==> src/sar_adc_pkg.sv <==
// shared constants for the converter control block
package sar_adc_pkg;
    localparam int unsigned RESULT_BITS = 8;
    localparam int unsigned CHANNELS = 8;
    localparam int unsigned SEL_BITS = 3;
    localparam logic [7:0] RESULT_RESET = 8'h00;
    localparam logic [2:0] SEL_RESET = 3'h0;
    localparam logic [7:0] LAST_SUCC_STEP = 8'h07;
    // cycles from trigger rise to done low, inside the 1..8 window
    localparam int unsigned DONE_FALL_MAX = 8;
endpackage

==> src/sar_adc_mux_control.sv <==
// control logic of an eight-channel successive-approximation converter
`timescale 1ns/1ps
module sar_adc_mux_control #(
    parameter int unsigned RESULT_BITS = sar_adc_pkg::RESULT_BITS
) (
    input wire logic clk_in, // converter clock, 25 MHz
    input wire logic rst_in, // synchronous reset, active high
    input wire logic [2:0] chan_sel_in, // channel select, C is msb
    input wire logic addr_latch_in, // address latch strobe
    input wire logic convert_trigger_in, // start conversion pulse
    input wire logic output_enable_in, // data output enable, high
    input wire logic compare_in, // comparator: input above trial level
    output logic [7:0] channel_onehot_out, // decoded analog input select
    output logic [RESULT_BITS-1:0] trial_out, // trial code to ladder
    output logic conv_done_out, // conversion done, low while busy
    output logic [RESULT_BITS-1:0] data_out, // result data
    output logic [RESULT_BITS-1:0] data_oe_n_out // data output enable, low drives
);
    typedef enum logic [1:0] {IDLE, ARMED, CONVERT, FINISH} state_e;

    state_e state_q, state_d;
    logic latch_prev_q, trig_prev_q;
    logic [2:0] sel_q;
    logic [RESULT_BITS-1:0] sar_q, sar_d, bit_q, bit_d, result_q, result_d;
    logic done_d;
    localparam int unsigned TRIAL_W = $clog2(RESULT_BITS + 1);
    localparam int DONE_FALL_MAX = sar_adc_pkg::DONE_FALL_MAX;
    logic [TRIAL_W-1:0] trials_q;
    wire [sar_adc_pkg::CHANNELS-1:0] chan_decode;

    wire latch_rise = addr_latch_in & ~latch_prev_q;
    wire trig_rise = convert_trigger_in & ~trig_prev_q;
    wire trig_fall = ~convert_trigger_in & trig_prev_q;
    // keep trial bit if the input is above the trial level
    wire [RESULT_BITS-1:0] kept = compare_in ? (sar_q | bit_q) : sar_q;
    wire last_bit = bit_q[0];

    // one select line per analog input
    for (genvar c = 0; c < sar_adc_pkg::CHANNELS; c++)
    begin : g_chan
        assign chan_decode[c] = (sel_q == 3'(c));
    end

    always_comb
    begin
        state_d = state_q;
        sar_d = sar_q;
        bit_d = bit_q;
        result_d = result_q;
        done_d = conv_done_out;
        if (trig_rise)
        begin
            state_d = ARMED;
            sar_d = '0;
            bit_d = '0;
            done_d = 1'b0;
        end
        else
        begin
            unique case (state_q)
                IDLE: done_d = 1'b1;
                ARMED:
                    if (trig_fall)
                    begin
                        state_d = CONVERT;
                        bit_d = {1'b1, {(RESULT_BITS-1){1'b0}}};
                    end
                CONVERT:
                begin
                    sar_d = kept;
                    bit_d = bit_q >> 1;
                    if (last_bit)
                    begin
                        state_d = FINISH;
                        result_d = kept;
                    end
                end
                FINISH:
                begin
                    state_d = IDLE;
                    done_d = 1'b1;
                end
            endcase
        end
    end

    always_ff @(posedge clk_in)
    begin
        if (rst_in)
        begin
            state_q <= IDLE;
            latch_prev_q <= 1'b0;
            trig_prev_q <= 1'b0;
            sel_q <= sar_adc_pkg::SEL_RESET;
            sar_q <= '0;
            bit_q <= '0;
            result_q <= RESULT_BITS'(sar_adc_pkg::RESULT_RESET);
            conv_done_out <= 1'b1;
        end
        else
        begin
            state_q <= state_d;
            latch_prev_q <= addr_latch_in;
            trig_prev_q <= convert_trigger_in;
            if (latch_rise)
                sel_q <= chan_sel_in;
            sar_q <= sar_d;
            bit_q <= bit_d;
            result_q <= result_d;
            conv_done_out <= done_d;
        end
    end

    always_ff @(posedge clk_in)
    begin
        if (rst_in)
        begin
            channel_onehot_out <= 8'h01;
            trial_out <= '0;
            data_out <= RESULT_BITS'(sar_adc_pkg::RESULT_RESET);
            data_oe_n_out <= '1;
        end
        else
        begin
            channel_onehot_out <= chan_decode;
            trial_out <= sar_d | bit_d;
            data_out <= result_d;
            data_oe_n_out <= {RESULT_BITS{~output_enable_in}};
        end
    end

    // trial counter, read only by the length and msb-first checks
    always_ff @(posedge clk_in)
    begin
        if (rst_in || state_q != CONVERT)
            trials_q <= '0;
        else
            trials_q <= trials_q + TRIAL_W'(1);
    end

    // trigger, done, sequence, select latch and output enable checks
    chk_done_falls: assert property (@(posedge clk_in) disable iff (rst_in)
        trig_rise |-> ##[1:DONE_FALL_MAX] !conv_done_out)
        else $error("done did not fall after trigger");
    chk_start_on_fall: assert property (@(posedge clk_in) disable iff (rst_in)
        (state_q == CONVERT) |-> ($past(state_q) == CONVERT || $past(trig_fall)))
        else $error("conversion began without trigger fall");
    chk_sar_cleared: assert property (@(posedge clk_in) disable iff (rst_in)
        trig_rise |=> sar_q == '0)
        else $error("register not cleared on trigger rise");
    chk_eight_trials: assert property (@(posedge clk_in) disable iff (rst_in)
        (state_q == FINISH) |-> trials_q == TRIAL_W'(RESULT_BITS))
        else $error("conversion not eight trials long");
    chk_result_before_done: assert property (@(posedge clk_in) disable iff (rst_in)
        (state_q == CONVERT && last_bit && !trig_rise) |=> data_out == $past(kept) && !conv_done_out
        ##1 (conv_done_out || $past(trig_rise)))
        else $error("result not loaded before done");
    chk_done_busy: assert property (@(posedge clk_in) disable iff (rst_in)
        (state_q == CONVERT || state_q == ARMED) |-> !conv_done_out)
        else $error("done high during conversion");
    chk_latch_sel: assert property (@(posedge clk_in) disable iff (rst_in)
        latch_rise |=> sel_q == $past(chan_sel_in))
        else $error("channel select not latched");
    chk_latch_hold: assert property (@(posedge clk_in) disable iff (rst_in)
        !latch_rise |=> $stable(sel_q))
        else $error("channel select changed without strobe");
    chk_oe_drive: assert property (@(posedge clk_in) disable iff (rst_in)
        output_enable_in |=> data_oe_n_out == '0)
        else $error("data not driven when enabled");
    chk_abort: assert property (@(posedge clk_in) disable iff (rst_in)
        trig_rise |=> state_q == ARMED)
        else $error("running conversion not abandoned");

    // done level against the sequence
    chk_idle_done: assert property (@(posedge clk_in) disable iff (rst_in)
        (state_q == IDLE) |-> conv_done_out)
        else $error("done low while idle");
    chk_done_late: assert property (@(posedge clk_in) disable iff (rst_in)
        $rose(conv_done_out) |-> $past(state_q) == FINISH || $past(rst_in))
        else $error("done rose before last trial");
    chk_armed_wait: assert property (@(posedge clk_in) disable iff (rst_in)
        (state_q == ARMED && !trig_fall) |=> state_q == ARMED)
        else $error("conversion began before trigger fall");

    // trial walk and result
    chk_msb_first: assert property (@(posedge clk_in) disable iff (rst_in)
        (state_q == CONVERT && trials_q == '0) |-> bit_q == {1'b1, {(RESULT_BITS-1){1'b0}}})
        else $error("first trial not on the msb");
    chk_bit_walk: assert property (@(posedge clk_in) disable iff (rst_in)
        (state_q == CONVERT && !last_bit && !trig_rise) |=> bit_q == ($past(bit_q) >> 1))
        else $error("trial bit did not step down");
    chk_trial_track: assert property (@(posedge clk_in) disable iff (rst_in)
        (state_q == CONVERT) |-> trial_out == (sar_q | bit_q))
        else $error("ladder trial code out of step");
    chk_result_code: assert property (@(posedge clk_in) disable iff (rst_in)
        (state_q == FINISH) |-> result_q == sar_q)
        else $error("result differs from decided code");
    chk_result_hold: assert property (@(posedge clk_in) disable iff (rst_in)
        !(state_q == CONVERT && last_bit) |=> $stable(data_out))
        else $error("data changed outside a finish");

    // select decode and data enables
    chk_channel_decode: assert property (@(posedge clk_in) disable iff (rst_in)
        latch_rise |-> ##2 channel_onehot_out == (8'h01 << $past(chan_sel_in, 2)))
        else $error("wrong analog input selected");
    chk_onehot_single: assert property (@(posedge clk_in) disable iff (rst_in)
        $onehot(channel_onehot_out))
        else $error("not exactly one input selected");
    chk_oe_float: assert property (@(posedge clk_in) disable iff (rst_in)
        !output_enable_in |=> data_oe_n_out == '1)
        else $error("data driven while disabled");
endmodule

==> config.mk <==
export PLATFORM = sky130hd
export DESIGN_NAME = sar_adc_mux_control
export DESIGN_NICKNAME = d
export VERILOG_FILES = /design/src/sar_adc_pkg.sv /design/src/sar_adc_mux_control.sv
export SDC_FILE = /design/constraint.sdc
export NUM_CORES = 1
export LEC_CHECK = 0
export ABC_AREA = 1
export BUFFER_PORTS_ARGS = -buffer_cell sky130_fd_sc_hd__buf_2
export CAP_MARGIN = 20
export CORE_MARGIN = 2
export CORE_UTILIZATION = 45
export DETAILED_ROUTE_END_ITERATION = 7
export PLACE_DENSITY = 0.68
export SYNTH_ARGS = -nofsm -noshare
export SYNTH_HDL_FRONTEND = slang
export SYNTH_SLANG_ARGS = --single-unit
==> constraint.sdc <==
create_clock -name clk_in -period 1.75 [get_ports clk_in]
set_input_delay 0.0875 -clock clk_in [delete_from_list [all_inputs] [get_ports clk_in]]
set_output_delay 0.0875 -clock clk_in [all_outputs]
set_load 0.005 [all_outputs]
# Word-level counts from Yosys, hierarchy flattened
# Index checks and enable logic that the tools add are counted.
[word_totals]
ff_bits = 49
latch_bits = 0
ramBits = 0
mem_bits_ro = 0
input_bits = 9
output_inout_bits = 33
word_cells = 58
n_memories = 0
[op_classes]
n_addsub = 0
multipliers = 0
div_mod_pow = 0
order_cmp = 0
eq_ne = 14
shift = 0
muxes = 12
bitwise_logic = 10
n_reduce_logical = 10
[ops]
columns = ["operator", "count"]
rows = [
  ["$mux 8", 5],
  ["$or 8x8->8", 2],
  ["$pmux 8 s2", 1],
  ["$eq 3x3->1 const B", 4],
  ["$reduce_and 3->1", 3],
  ["$eq 3x2->1 const B", 2],
  ["$ne 3x3->1 const B", 2],
  ["$pmux 2 s3", 1],
  ["$not 1->1", 5],
  ["$eq 2x2->1 const B", 2],
  ["$mux 2", 2],
  ["$ne 2x2->1 const B", 2],
  ["$reduce_bool 4->1", 1],
  ["$reduce_or 2->1", 2],
  ["$and 1x1->1", 3],
  ["$eq 3x1->1 const B", 1],
  ["$logic_not 3->1", 1],
  ["$mux 1", 3],
  ["$reduce_bool 3->1", 1],
  ["$eq 2x1->1 const B", 1],
  ["$logic_not 2->1", 1],
  ["$reduce_bool 2->1", 1],
]

# Logic depth before layout (Yosys ltp)
[logic_depth]
depth_word = 6
ltp_mapped = 8
mapped_depth_nobuf = 8

# Worst setup path before layout
# No wires, ideal clock.
[synth_timing]
path_kind = "flip-flop to flip-flop"
start = "register state_q[0]"
end = "register trial_out[0]"
t_arrival_ns = 1.182
required_time_ns = 1.636
setup_slack_ns = 0.455
path_stages_with_launch = 8
n_path_buf = 0
synth_period_minus_slack_ns = 1.295
cell_sequence = "dfxtp_1 -> inv_1 -> ha_1 -> nand2_1 -> nand3_1 -> o21ai_1 -> nand2_1 -> nand2_1"
[synth_via]
elab_chain_cells = 4
word_cells_on_any_way = 7
cone_classes = "2 x eq/ne; 4 x mux; 1 x bitwise"
[synth_rtl]
columns = ["element", "line_no", "text"]
rows = [
  ["start, declared", "sar_adc_mux_control.sv:21", "state_e state_q, state_d;"],
  ["start signal, assigned", "sar_adc_mux_control.sv:102", "state_q <= state_d;"],
  ["$eq 2x2->1 / $eq 2x1->1 (equally long branches)", "sar_adc_mux_control.sv:60", "unique case (state_q)"],
  ["$pmux 8 s2 / $mux 8 (equally long branches)", "sar_adc_mux_control.sv:60", ""],
  ["$mux 8", "sar_adc_mux_control.sv:51", "if (trig_rise)"],
  ["$or 8x8->8 (*)", "sar_adc_mux_control.sv:126", "trial_out <= sar_d | bit_d;"],
  ["end signal, assigned", "sar_adc_mux_control.sv:126", ""],
  ["end, declared", "sar_adc_mux_control.sv:14", "output logic [RESULT_BITS-1:0] trial_out,"],
]
# Mark *: on every way between the ends. The rest lies on a longest branch, timed or not.
# A chain may end at the register's enable or synchronous reset.

# Final worst setup path
[layout_timing]
start = "register state_q[0]"
end = "register trial_out[5]"
# Same word-level chain as after synthesis.

==> results.md <==
* Outcome: finished clean
* Reg clk slew, reported paths at 0.08 ns
* Tot Pwr at 2.02 mW
* Main combinational cell family by area after synthesis: simple AND/OR/NAND/NOR gates
* Adder-cell share of the synthesized area at 4.65%
* CP Class: register to register
* Hold path endpoint: trig_prev_q
* Fin util at 55.9%
* Final HPWL DP at 2700 um
* First-iteration detailed-routing DRC count at 31
* Initial antenna violation count at 0
* Num Clock Sinks at 49
* Crit path time final at 1.50 ns
* Synthesized Nets at 255
* CTS tree: built
* GPL Wtd Cong at 0.850
* Insertion delay to the later sink of the worst-skew pair at 0.29 ns
* Yosys cell types at 17
* Drt total wl at 3610 um
* Port-buffer cells at 41
* CP Capture Type: register
* Finished layout cell area at 0.00225 sq mm
* #FFs+latches synth at 49
* Post-synthesis simple-gate area fraction at 20.5%
* DR WL/cell at 10.7 um
* DP Cell Count at 324
* ANT cells at 0
* Starting density of the core at 46.8%
* Worst setup margin at 0.251 ns
* Post-synthesis mux area share at 0%
* Layout cell share with drive strength beyond 1 at 20.3%
* Via count at 1507
* Endpoints failing hold at 0
* PwrDens at 896 mW/mm^2
* Num CTS Buffers at 5
* Ports at 42
* Die Ht at 68.7 um
* Placed Instance Area at 0.00211 sq mm
* Post-Syn Area per Cell at 7.88 sq um
* Reg2reg path depth at 7
* Maximum Capacitance Violations at 0
* Tightest Pin Transition at 0.452 ns
* VDD IR max at 0.000648 V
* Fmax at 0.667 GHz
* Setup violations, final at 0
* DR DRC count at 0
* CP required at 1.94 ns
* Post-synthesis xor/xnor area fraction at 0%
* Fin crit share at 85.6%
* Pin count of the biggest net entering global routing at 17
* Final net count at 301
* Min-delay src: convert_trigger_in
* H-Tree Depth at 2
* Ys Warns at 0
* GRT overflow at 0
* RSZ-0062 raised after global routing: false
* Std cell rows at 23
* Vias per cell at 4.49
* Clock root buffer: clkbuf_8
* Core Region at 0.00403 sq mm
* Post-Place Setup Slack at 0.272 ns
* Worst hold stages at 3
* Syn Inst Count at 239
* Area delta synth->final at 19.5%
* Final Non-Filler Cells at 336
* Reg2reg end: trial_out[5]
* First drt pass iteration count at 4
* Setup Total Neg Slack at 0 ns
* First-pass GRT wire length at 5850 um
* Startpoint Class: register
* Final Skew at 0.00609 ns
* Gr usage total at 17.0%
* WP data arrival at 1.69 ns
* Vias in the first global route at 1336
* Crit path max fanout at 8
* WHS at 0.0385 ns
* Worst r2r src: state_q[0]
* Synth Area in Compound Gates at 10.6%
* Hold WC Path Type: input pin to register
* Number of buffers on the longest clock path at 2
* Rel. slew slack at 69.8%
* R2R Setup Slk at 0.25 ns
* Cell Area, Synth at 0.00188 sq mm
* Leakage power at 1.20 nW
* Die Width at 68.7 um
* Seq/Total Area, Yosys at 52.1%
* ANT nets after route at 0
* Slew Limit Fails at 0
* Post-CTS Setup Repair Bufs at 0
* Die area at 0.00472 sq mm
[sequential cells by signal (all words and copies together), names as in the netlist]
register            flops
data_out                8
latch_prev_q            1
state_q                 2
channel_onehot_out      8
sar_q                   8
sel_q                   3
conv_done_out           1
data_oe_n_out           1
trig_prev_q             1
bit_q                   8
trial_out               8
[where the power goes]
group	total (mW)	internal, mW	switching [mW]	leakage, nW
clock network	0.701	0.357	0.344	0.0542
logic	0.166	0.0650	0.101	0.750
registers	1.15	1.14	0.0134	0.397
total	2.02	1.56	0.457	1.20
[synth_stat cells, drive strengths merged]
library cell  instances  area [sq um]
dfxtp                49           981
nand2                44           168
inv                  42           158
nor2                 42           165
o21ai                22           118
buf                   9          67.6
nand3                 9          45.0
ha                    7          87.6
o21bai                7          52.6
a21oi                 6          30.0
clkbuf                1          5.00
nand3b                1          7.51
[critical path, cell delays in order, from the launching register on]
cell	delay (ns)
dfxtp_1	0.41
inv_1	0.09
ha_1	0.35
nand2_1	0.20
nand3_1	0.14
o21ai_1	0.06
nand2_1	0.08
nand2_1	0.06
[layout by cell type, fill, tap and decap left out, drive strengths merged]
cell type,netlist,final
a21oi,6,6
buf,9,45
clkbuf,1,7
clkinv,0,1
dfxtp,49,49
dlygate4sd3,0,4
ha,7,7
inv,42,42
nand2,44,44
nand3,9,9
nand3b,1,1
nor2,42,42
o21ai,22,22
o21bai,7,7
[what timing repair did]
action | 4_1_cts | 5_1_grt
hold buffers | 4 | 0
endpoints found under the hold margin | 3 | 0
gates resized for setup | 0 | 0
[kinds of logic (layout without fill, tap and decap cells)]
kind of cell,after synthesis,in the layout
AND/OR/NAND/NOR,96,96
buffers and inverters,52,99
flip-flops,49,49
AO/OA/AOI/OAI,35,35
adder cells (fa/ha/maj),7,7
[area by class of cell]
cell class / instances / area (sq um)
fill: 376 / 1780
tap: 50 / 62.6
clock buffer: 7 / 96.3
multi-input combinational: 138 / 673
clock inverter: 1 / 5.00
timing repair buffer: 49 / 275
sequential: 49 / 981
inverter: 42 / 158
[per-layer routing]
metal | wire length [um] | GRT usage, % | vias up
li1 | - | - | 809
met1 | 1770 | 22.9 | 665
met2 | 1620 | 25.1 | 27
met3 | 159 | 5.68 | 6
met4 | 61 | 6.62 | 0
met5 | 0 | 0 | -
[worst max-delay path by stage]
stage                        end  slack (ns)       start  cells past startpoint
detailed placement  trial_out[4]        0.27  state_q[0]                      7
global placement    trial_out[4]        0.33  state_q[0]                      7
finish              trial_out[5]        0.25  state_q[0]                      7
CTS                 trial_out[5]        0.24  state_q[0]                      7
floorplan           trial_out[0]        0.45  state_q[0]                      7
global route        trial_out[5]        0.09  state_q[0]                      7
No activity file was read; power rests on OpenSTA's default activity.
